### src/pkg/sprite_ctl_pkg.sv
package sprite_ctl_pkg;

    // ****************************************
    // Control word layout
    // ****************************************
    localparam int unsigned CTL_WIDTH = 32;
    localparam int unsigned BIT_ENABLE = 31;
    localparam int unsigned BIT_PIPE_GAMMA = 30;
    localparam int unsigned BIT_RSVD_MBZ = 29;
    localparam int unsigned BIT_YUV_BYPASS = 28;
    localparam int unsigned BIT_RANGE_DIS = 27;
    localparam int unsigned FMT_MSB = 26;
    localparam int unsigned FMT_LSB = 25;
    localparam int unsigned BIT_PIPE_CSC = 24;
    localparam int unsigned BIT_SRC_KEY = 22;

    // Reset value of the whole register
    localparam logic [31:0] CTL_RESET = 32'h0000_0000;

    // ****************************************
    // Source pixel formats
    // ****************************************
    localparam logic [1:0] FMT_YUV422 = 2'h0;
    localparam logic [1:0] FMT_RGB2101010 = 2'h1;
    localparam logic [1:0] FMT_RGB8888 = 2'h2;
    localparam logic [1:0] FMT_FP16 = 2'h3;

    // Component depths, blender input is fixed
    localparam logic [4:0] BLEND_BITS = 5'h0c;
    localparam logic [4:0] BITS_YUV = 5'h08;
    localparam logic [4:0] BITS_RGB10 = 5'h0a;
    localparam logic [4:0] BITS_RGB8 = 5'h08;
    localparam logic [4:0] BITS_FP16 = 5'h10;

    // Deep-buffer enable hold states
    typedef enum logic [0:0] {
        EN_FOLLOW = 1'b0,
        EN_HELD = 1'b1
    } en_state_t;

endpackage : sprite_ctl_pkg

### src/verilog/sprite_plane_control.sv
`timescale 1ns/1ps
`default_nettype none

// ****************************************
// Control word layout
// ****************************************
// 31     plane enable, drives fetch and transparency
// 30     route through the pipe gamma stage
// 29     reserved, must be zero, reads zero
// 28     YUV bypass, stored and routed only
// 27     range correction disable
// 26:25  source pixel format
// 24     route through the pipe colour converter
// 23     reserved here, reads zero
// 22     source keying enable
// 21:0   lower fields live in another block
//
// Every field resets to zero: plane off, no pipe gamma, range
// correction on, packed YUV, no pipe converter, no keying.
//
// Two copies of the word are kept. The staged copy takes every
// write and is what a read returns. The active copy drives the
// plane and loads from the staged copy only at an update point
// after the surface address trigger has armed it. This keeps a
// multi-register update atomic from the plane's point of view.
//
// Update points, once armed:
//   - start of vertical blank
//   - pipe disabled
//   - sprite not yet enabled on the active copy
//
// A trigger that lands on the update edge re-arms, so the next
// update point loads again; the set of the arm flag wins over
// the clear.
//
// Hazards a user should know:
//   - A write in the update cycle is not part of that update;
//     it waits for the next trigger.
//   - While deep-buffer self refresh is active or exiting, a
//     turn-on of the plane is held back and the other fields
//     still load. The plane starts on the cycle after the busy
//     level is seen low.
//   - A later update that turns the plane off cancels the hold.
//   - Status inputs come from logic on this clock and are not
//     synchronised here.
//   - The pipe gamma and converter routes only select a path;
//     the sprite's own gamma and colour logic are untouched.

module sprite_plane_control
    import sprite_ctl_pkg::*;
(
    // Clock and reset
    input wire logic sys_clk_in,
    input wire logic rst_b_in,
    // Register access
    input wire logic ctl_wr_in,
    input wire logic [31:0] ctl_wdata_in,
    input wire logic ctl_rd_in,
    output logic [31:0] ctl_rdata_out,
    input wire logic surf_trigger_wr_in,
    // Pipe status
    input wire logic vblank_start_in,
    input wire logic pipe_enabled_in,
    input wire logic deep_buffer_busy_in,
    // Plane control outputs
    output logic armed_out,
    output logic plane_fetch_en_out,
    output logic plane_transparent_out,
    output logic pipe_gamma_route_out,
    output logic pipe_csc_route_out,
    output logic yuv_bypass_out,
    output logic range_expand_out,
    output logic src_key_en_out,
    output logic [1:0] src_format_out,
    output logic [4:0] src_comp_bits_out,
    output logic [4:0] blend_comp_bits_out
);

    // ****************************************
    // State
    // ****************************************
    typedef struct packed {
        logic [31:0] staged;
        logic armed;
        logic act_enable;
        logic act_gamma;
        logic act_yuv_bypass;
        logic act_range_dis;
        logic [1:0] act_fmt;
        logic act_csc;
        logic act_key;
        en_state_t en_state;
        logic [31:0] rdata;
    } state_t;

    // Writable bits of the staged copy
    localparam logic [31:0] WR_MASK = (32'h1 << BIT_ENABLE)
        | (32'h1 << BIT_PIPE_GAMMA) | (32'h1 << BIT_YUV_BYPASS)
        | (32'h1 << BIT_RANGE_DIS) | (32'h1 << FMT_MSB)
        | (32'h1 << FMT_LSB) | (32'h1 << BIT_PIPE_CSC)
        | (32'h1 << BIT_SRC_KEY);

    state_t st_r;
    state_t st_nxt;
    logic update_now;
    logic new_enable;
    logic src_is_rgb;

    // ****************************************
    // Next-state logic
    // ****************************************
    always_comb begin
        st_nxt = st_r;
        // Hold every field unless a branch below changes it
        // Staged copy: a write lands here at once
        // reserved bit masked
        if (ctl_wr_in) begin
            st_nxt.staged = ctl_wdata_in & WR_MASK;
        end
        update_now = st_r.armed && (vblank_start_in || !pipe_enabled_in
            || !st_r.act_enable);
        new_enable = st_r.staged[BIT_ENABLE];
        // Arm: a trigger in the update cycle keeps the arm set
        if (surf_trigger_wr_in) begin
            st_nxt.armed = 1'b1;
        end else if (update_now) begin
            st_nxt.armed = 1'b0;
        end
        if (update_now) begin
            st_nxt.act_gamma = st_r.staged[BIT_PIPE_GAMMA];
            st_nxt.act_yuv_bypass = st_r.staged[BIT_YUV_BYPASS];
            st_nxt.act_range_dis = st_r.staged[BIT_RANGE_DIS];
            st_nxt.act_fmt = st_r.staged[FMT_MSB:FMT_LSB];
            st_nxt.act_csc = st_r.staged[BIT_PIPE_CSC];
            st_nxt.act_key = st_r.staged[BIT_SRC_KEY];
            if (!new_enable) begin
                st_nxt.act_enable = 1'b0;
                st_nxt.en_state = EN_FOLLOW;
            end else if (deep_buffer_busy_in && !st_r.act_enable) begin
                st_nxt.en_state = EN_HELD;
            end else begin
                st_nxt.act_enable = 1'b1;
                st_nxt.en_state = EN_FOLLOW;
            end
        end else begin
            case (st_r.en_state)
                EN_FOLLOW: begin
                    st_nxt.en_state = EN_FOLLOW;
                end
                EN_HELD: begin
                    // Other fields already loaded; only enable waits
                    // apply after exit
                    if (!deep_buffer_busy_in) begin
                        st_nxt.act_enable = 1'b1;
                        st_nxt.en_state = EN_FOLLOW;
                    end
                end
                default: begin
                    st_nxt.en_state = EN_FOLLOW;
                end
            endcase
        end
        // Readback shows the written copy
        // A read with a write in one cycle returns the old word
        if (ctl_rd_in) begin
            st_nxt.rdata = st_r.staged;
        end
    end

    // ****************************************
    // State register
    // ****************************************
    always_ff @(posedge sys_clk_in or negedge rst_b_in) begin
        if (!rst_b_in) begin
            st_r <= '{
                staged: CTL_RESET,
                armed: 1'b0,
                act_enable: 1'b0,
                act_gamma: 1'b0,
                act_yuv_bypass: 1'b0,
                act_range_dis: 1'b0,
                act_fmt: FMT_YUV422,
                act_csc: 1'b0,
                act_key: 1'b0,
                en_state: EN_FOLLOW,
                rdata: CTL_RESET
            };
        end else begin
            st_r <= st_nxt;
        end
    end

    // ****************************************
    // Outputs from the active copy, plus readback, arm flag and fixed blender depth
    // ****************************************
    // Readback of the staged copy, held until the next read
    assign ctl_rdata_out = st_r.rdata;

    // Arm flag, so the pipe can see a pending update
    assign armed_out = st_r.armed;

    // fetch and transparency
    // Both follow the active enable and are never on together
    assign plane_fetch_en_out = st_r.act_enable;
    assign plane_transparent_out = !st_r.act_enable;

    // plane data only
    // Only the route select leaves here; the sprite's own gamma
    // table is neutralised by loading its ramp, not by this bit
    assign pipe_gamma_route_out = st_r.act_gamma;

    // pipe converter routing
    // Independent of the converter inside the sprite
    assign pipe_csc_route_out = st_r.act_csc;

    // YUV bypass is stored and routed only
    assign yuv_bypass_out = st_r.act_yuv_bypass;

    assign src_key_en_out = st_r.act_key;

    assign src_format_out = st_r.act_fmt;

    // blender depth
    // Packed YUV and RGB formats are widened and FP16 narrowed to this depth before blending
    assign blend_comp_bits_out = BLEND_BITS;

    // ****************************************
    // Format decode
    // ****************************************
    // Source is RGB for every format code except packed YUV
    always_comb begin
        case (st_r.act_fmt)
            FMT_YUV422: begin
                src_is_rgb = 1'b0;
            end
            default: begin
                src_is_rgb = 1'b1;
            end
        endcase
    end

    // Range expansion and component depth per format
    always_comb begin
        range_expand_out = !src_is_rgb && !st_r.act_range_dis;
        case (st_r.act_fmt)
            FMT_YUV422: begin
                src_comp_bits_out = BITS_YUV;
            end
            FMT_RGB2101010: begin
                src_comp_bits_out = BITS_RGB10;
            end
            FMT_RGB8888: begin
                src_comp_bits_out = BITS_RGB8;
            end
            FMT_FP16: begin
                src_comp_bits_out = BITS_FP16;
            end
            default: begin
                src_comp_bits_out = BITS_YUV;
            end
        endcase
    end

endmodule : sprite_plane_control

`default_nettype wire
### config.mk
export PLATFORM = sky130hd
export DESIGN_NAME = sprite_plane_control
export DESIGN_NICKNAME = d
export VERILOG_FILES = /design/src/pkg/sprite_ctl_pkg.sv /design/src/verilog/sprite_plane_control.sv
export SDC_FILE = /design/constraint.sdc
export NUM_CORES = 1
export LEC_CHECK = 0
export ABC_AREA = 1
export BUFFER_PORTS_ARGS = -buffer_cell sky130_fd_sc_hd__buf_4
export CAP_MARGIN = 20
export CORE_ASPECT_RATIO = 1.75
export CORE_MARGIN = 2
export CORE_UTILIZATION = 37
export DETAILED_ROUTE_END_ITERATION = 6
export GPL_TIMING_DRIVEN = 0
export PLACE_DENSITY = 0.77
export REMOVE_ABC_BUFFERS = 1
export SETUP_SLACK_MARGIN = 0.5
export SLEW_MARGIN = 15
export SYNTH_ARGS = -nofsm -noshare
export SYNTH_HDL_FRONTEND = slang
export SYNTH_SLANG_ARGS = --single-unit
### constraint.sdc
create_clock -name sys_clk_in -period 1 [get_ports sys_clk_in]
set_input_delay 0.2 -clock sys_clk_in [delete_from_list [all_inputs] [get_ports sys_clk_in]]
set_output_delay 0.2 -clock sys_clk_in [all_outputs]
set_load 0.1 [all_outputs]
==> reports/results.txt, run 1 <==
Status - finished with violations
Violated checks - negative hold slack, negative setup slack
Initial core utilization - 37.9%
Mapped Cells - 147
Gr ovfl total - 0
HP Class - in2async
Largest register FFs - 9
Register area - 656 um2
Nets - 228
Worst Setup Slack, final - -0.377 ns
Initial antenna violation count - 0
Vias - 993
Max-capacitance violation count - 0
Synth warn - 0
Drt pass-1 iters - 4
Critical path's slowest cell - dfrtp_2
Drt drc - 0
Biggest register - st_r
Leak - 1.00 nW
Register area share after synthesis - 48.2%
Top sig layer - met4
DR iter-0 viols - 14
Top-area cell type share of the netlist area - 48.2%
Fin crit period - 1.38 ns
Worst stage delay on the critical path - 0.44 ns
Fin area - 2040 um2
Flops & latches, synth - 26
Longest Clk Path Bufs - 2
Post-Syn Area - 1350 um2
WP buf/inv - 1
Req. time, crit path - 0.80 ns
Top post-synthesis cells by area - dfrtp_1, buf_4, nand2_1
TritonCTS Buffers - 3
Fraction of layout cells with a size suffix above 1 - 54.5%
Endpoints failing hold - 26
Core area - 3560 um2
Dominant register cell in the synthesized netlist - dfrtp_1
Num rows - 29
Worst-path clk slew - 0.09 ns
Clock sink total - 26
Routed vias/inst - 4.26
Critical Path, Cell by Cell - nor3_2 > buf_6
CP startpoint kind - register
Largest net degree at the start of global routing - 27
Maximum clock rate - 0.726 GHz
Die area - 4160 um2
Vias in the first global route - 908
Root buf cell - clkbuf_8
H-tree depth - 1
Met3 wire len - 142 um
Routed Wire Length - 2860 um
WL met2 - 1720 um
GR Util All Layers - 13.7%
Final slew viol count - 0
Mean routed wirelength per cell - 12.3 um
Final ANT Viol Nets - 0
Die X-Extent - 49.6 um
Most common cell in the netlist - buf_4
Multi-input gate area - 577 um2
Global-route wire length before repair - 4310 um
Largest area contributor in the netlist - dfrtp_1
Final period util - 138%
Critical Path AT - 1.18 ns
Die Y - 83.9 um
Area growth, synth to finish - 51.4%
EDFF count, synth - 0
CP max FO - 5
Met1 wire length - 937 um
Ys async rst share - 100%
Synthesized area per cell - 9.18 um2
Endpoints failing setup - 31
# diodes - 0
# IOs - 92
Worst clock skew - 0.00334 ns
Final RePlAce weighted congestion - 0.649
Max rail drop VDD - 1.35 mV
Cell Pwr Density - 2590 nW/um2
Critical path type - reg2out
Worst setup EP type - output pin
Post-synth cell types - 20
Setup_tns - -4.23 ns
DP Wirelength - 1630 um
Port Buf Inserts - 36
TritonCTS clock tree - done
Fillers - 325
Placed inst area - 1450 um2
Synth cell count leaders - buf_4, dfrtp_1, nand2_1
Unrepaired setup endpoints after global routing - yes
Worst hold slack - -0.180 ns
CP top delay family - flip-flops
Clk_lat worst skew - 0.27 ns
-- stage by stage --
| step | utilization [%] | power [mW] | worst slack (ns) | instances |
|---|---|---|---|---|
| 6_report | 57.4 | 5.28 | -0.377 | 233 |
| 5_1_grt | 57.4 | 5.46 | -0.434 | 233 |
| 4_1_cts | 53.4 | 5.11 | -0.344 | 227 |
| 3_5_place_dp | 40.6 | 3.61 | -0.120 | 213 |
| 3_3_place_gp | 40.6 | 3.59 | -0.119 | 213 |
| 2_1_floorplan | - | 3.19 | -2.18 | 131 |
-- what timing repair did --
action,CTS,global route
setup endpoints to repair,47,47
buffers inserted,8,5
resized for setup,91,26
pin swaps,8,7
endpoints found under the hold margin,26,26
cloned,2,1
-- cell usage in the layout, fill, tap and decap left out, types with 2 or more instances in the layout --
cell type	instances
dfrtp_2	4
nand2_8	2
nor2_1	6
buf_6	7
a21oi_1	6
a21oi_2	3
o21ai_1	5
dfrtp_1	22
nor2_4	2
nand2_2	9
clkbuf_8	3
conb_1	31
inv_1	3
buf_12	19
o21ai_2	10
nand2_4	3
nand2_1	10
nand3_2	3
buf_4	23
inv_2	10
-- logic make-up (layout without fill, tap and decap cells) --
family	after synthesis	in the layout	share of synthesized area [%]
compound gates	26	26	10.9
buf+inv	58	66	28.8
flops	26	26	48.2
other cells	2	31	0.557
simple gates	35	38	11.5
-- layer usage --
metal,global-route usage (%),vias to the layer above
li1,-,473
met2,23.9,38
met1,15.5,477
met4,7.07,0
met5,0,-
met3,2.15,5
-- path summary, 6_finish.rpt --
| check | slack (ns) | end | depth (start not counted) | from |
|---|---|---|---|---|
| worst max-delay path | -0.38 | range_expand_out | 2 | src_format_out[1] |
| worst min-delay path | -0.18 | ctl_rdata_out[31] | 1 | rst_b_in |
| worst max register to register | -0.16 | plane_fetch_en_out | 6 | plane_fetch_en_out |
| worst min register to register | 0.51 | st_r[70] | 2 | st_r[70] |
| max in group asynchronous | 0.91 | src_format_out[0] | 1 | rst_b_in |
| min in group sys_clk_in | 0.12 | armed_out | 2 | surf_trigger_wr_in |
-- where the power goes --
| group | leakage [nW] | total [mW] | switching (mW) | internal (mW) |
|---|---|---|---|---|
| clock network | 0.0357 | 0.870 | 0.334 | 0.536 |
| registers | 0.307 | 1.38 | 0.175 | 1.21 |
| logic | 0.658 | 3.03 | 2.13 | 0.903 |
-- layout make-up --
| class | count | area share (%) |
|---|---|---|
| well taps | 46 | 2.82 |
| multi-input cells | 95 | 28.2 |
| clock buffers | 3 | 2.02 |
| clock inverters | 1 | 1.47 |
| flip-flops and latches | 26 | 32.1 |
| inverters | 13 | 2.39 |
| repair buffers | 49 | 30.9 |
No activity file was read; power rests on OpenSTA's default activity.
==> run 2, diff against run 1 <==
--- a/config.mk
+++ b/config.mk
@@ -13,7 +13,8 @@
 export CORE_UTILIZATION = 37
 export DETAILED_ROUTE_END_ITERATION = 6
 export GPL_TIMING_DRIVEN = 0
-export PLACE_DENSITY = 0.77
+export HOLD_SLACK_MARGIN = 0.12
+export PLACE_DENSITY = 0.76
 export REMOVE_ABC_BUFFERS = 1
 export SETUP_SLACK_MARGIN = 0.5
 export SLEW_MARGIN = 15
==> run 2 against run 1 <==
Setup slack better by 0.044 ns. Combinational power is 4% higher. Critical path depth stayed put. The flow still finishes with violations (negative hold slack, negative setup slack). Register-to-register slack better by 0.08 ns.
==> reports/results.txt, run 2 (synthesis gave the netlist of run 1 again) <==
Biggest register - st_r
Reg power frac - 26.6% (+0.4 points)
Critical Path AT - 1.13 ns (-0.05 ns)
DR iter-0 viols - 9 (-5)
Worst-path clk slew - 0.09 ns (about the same)
Mean routed wirelength per cell - 11.5 um (-6.0%)
Dpl ws - -0.132 ns (-0.0124 ns)
Clk pwr share - 13.0% (-3.5 points)
Vias in the first global route - 914 (+0.66%)
Register area - 656 um2 (unchanged)
H-tree depth - 1 (unchanged)
Switching part of the total power - 50.8% (+0.88 points)
CP max FO - 4 (-1)
Cell Pwr Density - 2480 nW/um2 (-4.3%)
Endpoints failing setup - 30 (-3.2%)
Initial core utilization - 37.9% (unchanged)
Num rows - 29 (unchanged)
Placed Cells - 213 (unchanged)
Final period util - 133% (-4.4 points)
Switching pwr - 2.64 mW (+0.15%)
Vias - 983 (-1.0%)
TritonCTS Buffers - 3 (unchanged)
Largest register FFs - 9 (unchanged)
Core area - 3560 um2 (unchanged)
Final RePlAce weighted congestion - 0.675 (+4.0%)
Unrepaired setup endpoints after global routing - yes
Die X-Extent - 49.6 um (unchanged)
Final slew viol count - 0 (unchanged)
Clk_lat worst skew - 0.27 ns (about the same)
Routed vias/inst - 4.17 (-2.3%)
Leak - 1.03 nW (+2.9%)
Violated checks - negative hold slack, negative setup slack
Fillers - 296 (-8.9%)
Setup_tns - -3.38 ns (+0.851 ns)
TritonCTS clock tree - done
Routed Wire Length - 2720 um (-4.8%)
Status - finished with violations
Total Power - 5.20 mW (-1.6%)
Non-Filler Instances - 236 (+1.3%)
Die area - 4160 um2 (unchanged)
Root buf cell - clkbuf_8
Port Buf Inserts - 36 (unchanged)
Drt drc - 0 (unchanged)
Multi-input gate area - 566 um2 (-2.0%)
Max-capacitance violation count - 0 (unchanged)
Endpoints failing hold - 26 (unchanged)
# IOs - 92 (unchanged)
Most frequent cells in the layout - conb_1, buf_4, dfrtp_1, buf_12, nand2_1
Drt pass-1 iters - 4 (unchanged)
Largest net degree at the start of global routing - 27 (unchanged)
Worst hold slack - -0.171 ns (+0.00869 ns)
Worst Setup Slack, final - -0.333 ns (+0.0442 ns)
Fin crit period - 1.33 ns (-0.0442 ns)
Area growth, synth to finish - 55.7%
Nets - 231 (+1.3%)
Clock sink total - 26 (unchanged)
Internal power - 2.56 mW (-3.3%)
Longest Clk Path Bufs - 2 (unchanged)
Proportion of power drawn by combinational gates - 60.3% (+3.0 points)
GR Util All Layers - 12.7% (-0.94 points)
Initial antenna violation count - 0 (unchanged)
# diodes - 0 (unchanged)
Max rail drop VDD - 1.26 mV (-6.9%)
Critical path type - reg2out
Global-route wire length before repair - 4140 um (-3.8%)
DP Wirelength - 1600 um (-2.2%)
CP startpoint kind - register
Req. time, crit path - 0.80 ns (about the same)
Worst clock skew - 0.00746 ns (+0.00411 ns)
Most common cell after layout, fill and taps aside - conb_1
Die Y - 83.9 um (unchanged)
Fraction of layout cells with a size suffix above 1 - 54.7% (+0.19 points)
Gr ovfl total - 0 (unchanged)
HP Class - in2async
Maximum clock rate - 0.750 GHz (+3.3%)
Final ANT Viol Nets - 0 (unchanged)
Worst setup EP type - output pin
==> run 2: changes by cell type in the layout (fill, tap and decap cells not counted), sizes merged <==
cell,before,now
buf,49,54
bufinv,1,0
clkbuf,3,4
nand2,24,22
==> run 2: power groups by stage <==
| stage | clock network [mW] | registers (mW) | logic (mW) |
|---|---|---|---|
| after floorplan | 0 | 2.11 | 1.08 |
| after global placement | 0 | 1.32 | 2.26 |
| after detailed placement | 0 | 1.33 | 2.28 |
| after CTS | 0.706 | 1.37 | 2.89 |
| after global routing | 0.729 | 1.41 | 3.24 |
| final | 0.677 | 1.39 | 3.14 |
==> run 2: critical path, cell delays in order, from the launching register on <==
cell and delay [ns]:
dfrtp_2 0.44, nor3_2 0.18, buf_6 0.25
==> run 2: final timing paths <==
check                                    from               end  slack, ns  cells past startpoint
setup reg to reg           plane_fetch_en_out    yuv_bypass_out      -0.08                      5
setup / recovery            src_format_out[0]  range_expand_out      -0.33                      2
min in group sys_clk_in    surf_trigger_wr_in         armed_out       0.11                      2
hold reg to reg                      st_r[37]          st_r[37]       0.51                      2
hold / removal                       rst_b_in          st_r[37]      -0.17                      1
max in group asynchronous            rst_b_in         armed_out       0.89                      1
==> run 2: cell type report <==
class / instances / share of cell area [%]
inverters: 13 / 2.44
well taps: 46 / 2.74
clock buffers: 4 / 2.62
flip-flops and latches: 26 / 31.2
repair buffers: 54 / 34.0
multi-input cells: 93 / 26.9
==> run 2: what timing repair did <==
action	in CTS	in global routing
gates resized for setup	88	38
setup buffers	12	6
endpoints found under the setup margin	47	47
endpoints found under the hold margin	27	27
pin swaps	3	7
gates cloned	0	1
==> run 2: per-layer routing <==
layer / vias up / wire [um] / GRT usage [%]
met4: 0 / 16 / 4.55
met1: 471 / 1010 / 15.6
met5: - / 0 / 0
met3: 2 / 117 / 1.79
met2: 35 / 1580 / 22.2
li1: 475 / - / -
==> run 2: metrics by stage <==
stage          area [um2]  utilization, %  hold WS, ns
6_report             2100            59.0       -0.171
5_1_grt              2100            59.0       -0.159
4_1_cts              1910            53.6       -0.168
3_5_place_dp         1450            40.6        0.131
3_3_place_gp         1450            40.6        0.125
2_1_floorplan        1120               -      -0.0956
==> run 3, diff against run 2 <==
--- a/config.mk
+++ b/config.mk
@@ -5,12 +5,11 @@
 export SDC_FILE = /design/constraint.sdc
 export NUM_CORES = 1
 export LEC_CHECK = 0
-export ABC_AREA = 1
 export BUFFER_PORTS_ARGS = -buffer_cell sky130_fd_sc_hd__buf_4
 export CAP_MARGIN = 20
 export CORE_ASPECT_RATIO = 1.75
-export CORE_MARGIN = 2
-export CORE_UTILIZATION = 37
+export CORE_MARGIN = 3
+export CORE_UTILIZATION = 39
 export DETAILED_ROUTE_END_ITERATION = 6
 export GPL_TIMING_DRIVEN = 0
 export HOLD_SLACK_MARGIN = 0.12
==> run 3 against run 2 <==
The run still ends with negative hold slack, negative setup slack left. Via count increased by 12%. Clock skew decreased by 0.0043 ns. Sequential share of layout area decreased by 0.38 points. Wire length increased by 59%. Power decreased by 4.7%. Core utilization decreased by 1.4 points. Clock power decreased by 14%. Flip-flop and latch count unchanged. Worst hold slack got worse by 0.0045 ns. Cell area increased by 1.6%. Maximum frequency decreased by 3.8%. Largest cell class unchanged. Largest power group unchanged.
==> reports/results.txt, run 3 <==
Mean routed wirelength per cell - 19.6 um (+70%)
Post-synth cell types - 20 (unchanged)
Biggest register - st_r
Num rows - 29 (unchanged)
Post-Syn Area - 1520 um2 (+13%)
Req. time, crit path - 0.80 ns (about the same)
Largest net degree at the start of global routing - 27 (unchanged)
Xor and xnor area share after synthesis - 0% (unchanged)
Root buf cell - clkbuf_8
# IOs - 92 (unchanged)
Register area share after synthesis - 42.9% (-5.4 points)
Critical Path AT - 1.18 ns (+0.05 ns)
Fraction of layout cells with a size suffix above 1 - 53.1% (-1.6 points)
Final slew viol count - 0 (unchanged)
Synthesized area per cell - 11.2 um2 (+23%)
Maximum clock rate - 0.722 GHz (-3.8%)
HP Class - in2async
Final period util - 138% (+5.2 points)
Synth warn - 0 (unchanged)
Post-Synth Adder-Cell Area - 0% (unchanged)
Critical path's slowest cell - dfrtp_2
Worst stage delay on the critical path - 0.45 ns (about the same)
Simple-gate share of the synthesized area - 12.3% (+0.78 points)
Die Y - 88.5 um (+5.6%)
Worst hold slack - -0.176 ns (-0.00455 ns)
Worst clock skew - 0.00312 ns (-0.00434 ns)
Violated checks - negative hold slack, negative setup slack
Area growth, synth to finish - 40.6%
Flops & latches, synth - 26 (unchanged)
GR Util All Layers - 16.0% (+3.3 points)
Die X-Extent - 53.2 um (+7.1%)
Fin crit period - 1.38 ns (+0.0520 ns)
H-tree depth - 1 (unchanged)
Die area - 4710 um2 (+13%)
Unrepaired setup endpoints after global routing - yes
Largest register FFs - 9 (unchanged)
Longest Clk Path Bufs - 2 (unchanged)
Routed vias/inst - 5.00 (+20%)
Global-route wire length before repair - 5530 um (+34%)
Top-area cell type share of the netlist area - 42.9% (-5.4 points)
Fin area - 2130 um2 (+1.6%)
# diodes - 0 (unchanged)
Final RePlAce weighted congestion - 0.730 (+8.1%)
Ys async rst share - 100% (unchanged)
Top post-synthesis cells by area - dfrtp_1, buf_4, mux2_2
Most common cell in the netlist - buf_4
Clk_lat worst skew - 0.27 ns (about the same)
Most frequent cells in the layout - conb_1, buf_4, dfrtp_1
Drt pass-1 iters - 4 (unchanged)
Critical Path, Cell by Cell - nor3_2 > buf_6
Worst-path clk slew - 0.08 ns (about the same)
Port Buf Inserts - 36 (unchanged)
Initial antenna violation count - 0 (unchanged)
TritonCTS Buffers - 3 (unchanged)
Leak - 1.04 nW (+0.90%)
Max rail drop VDD - 1.15 mV (-8.4%)
DR iter-0 viols - 67 (+58)
Cell Pwr Density - 2320 nW/um2 (-6.2%)
Worst setup EP type - output pin
R2r setup slk - -0.16 ns (-0.08 ns)
Largest family of logic cells by synthesized area - buffers and inverters
Endpoints failing hold - 26 (unchanged)
Drt drc - 0 (unchanged)
Max-capacitance violation count - 0 (unchanged)
Dominant register cell in the synthesized netlist - dfrtp_1
EDFF count, synth - 0 (unchanged)
Gr ovfl total - 0 (unchanged)
Clock sink total - 26 (unchanged)
Mapped Cells - 135 (-8.2%)
DP Wirelength - 2070 um (+30%)
Placed inst area - 1600 um2 (+10%)
Synth cell count leaders - buf_4, dfrtp_1, mux2_2
CP max FO - 5 (+1)
Vias - 1104 (+12%)
Initial core utilization - 41.0% (+3.1 points)
Total Power - 4.96 mW (-4.7%)
Post-synthesis compound-gate area fraction - 8.16% (-2.7 points)
Largest area contributor in the netlist - dfrtp_1
CP startpoint kind - register
Routed Wire Length - 4330 um (+59%)
Mux cell area share after synthesis - 11.9% (+12 points)
TritonCTS clock tree - done
Status - finished with violations
Vias in the first global route - 1067 (+17%)
Final ANT Viol Nets - 0 (unchanged)
Nets - 217 (-6.1%)
Worst Setup Slack, final - -0.385 ns (-0.0520 ns)
Endpoints failing setup - 31 (+3.3%)
Core area - 3700 um2 (+4.1%)
Most common cell after layout, fill and taps aside - conb_1
Critical path type - reg2out
[run 3: cell count changes after synthesis, moves of 3 or more]
cell      previous run  this run
a21oi_1              8         0
o211ai_2             0         7
mux2_2               0        16
nor2_1               9         0
nand3_1              3         0
nand2b_1             0         9
o21ai_1              5         0
inv_1               13         3
nand2_1             18         7
o21ai_0              8         0
nand4b_1             0         8
[run 3: routing by layer]
layer  GRT usage, %  share of wire, %  vias to the layer above
met5              0                 0                        -
met4           8.14               4.5                        0
met3           3.04               6.8                       25
met2           29.5                55                       68
met1           16.6                33                      549
li1               -                 -                      462
[run 3: power by group]
group / leakage (nW) / switching [mW] / internal [mW]
registers: 0.305 / 0.197 / 1.21
logic: 0.712 / 1.99 / 0.979
clock network: 0.0216 / 0.309 / 0.270
[run 3: layout make-up]
class | count | area, um2
clock buffers | 3 | 41.3
fillers | 263 | 1570
inverters | 3 | 13.8
multi-input cells | 88 | 673
flip-flops and latches | 26 | 658
well taps | 46 | 57.6
repair buffers | 55 | 689
[run 3: path summary, 6_finish.rpt]
path	endpoint	startpoint	cells after the start
max	range_expand_out	src_format_out[0]	2
min	armed_out	rst_b_in	1
max reg2reg	st_r[32]	plane_fetch_en_out	4
min reg2reg	st_r[70]	st_r[70]	1
max in group asynchronous	src_format_out[0]	rst_b_in	1
min in group sys_clk_in	armed_out	surf_trigger_wr_in	2
[run 3: repair_timing]
item	CTS	global route
setup endpoints to repair	47	47
pin swaps	4	12
gates resized for setup	78	14
setup buffers	11	8
endpoints found under the hold margin	27	26
gates cloned	1	0
[run 3: cells by family (layout without fill, tap and decap cells)]
| kind of cell | Yosys count | count (layout) |
|---|---|---|
| buffers and inverters | 51 | 61 |
| AND/OR/NAND/NOR | 29 | 30 |
| flip-flops | 26 | 26 |
| other | 2 | 31 |
| AO/OA/AOI/OAI | 11 | 11 |
| multiplexers | 16 | 16 |
[run 3: worst max-delay path: cells and delay by family, from the launching register on]
family | cells | cell delay [ns]
buf+inv | 1 | 0.26
flops | 1 | 0.45
simple gates | 1 | 0.21
[run 3: through the flow]
step	std cells	util, %	setup slack, ns	setup TNS (ns)
2_1_floorplan	116	-	-2.19	-19.73
3_3_place_gp	198	43.1	-0.390	-4.41
3_5_place_dp	198	43.1	-0.417	-4.62
4_1_cts	213	54.5	-0.341	-4.11
5_1_grt	221	57.6	-0.428	-5.47
6_report	221	57.6	-0.385	-4.61
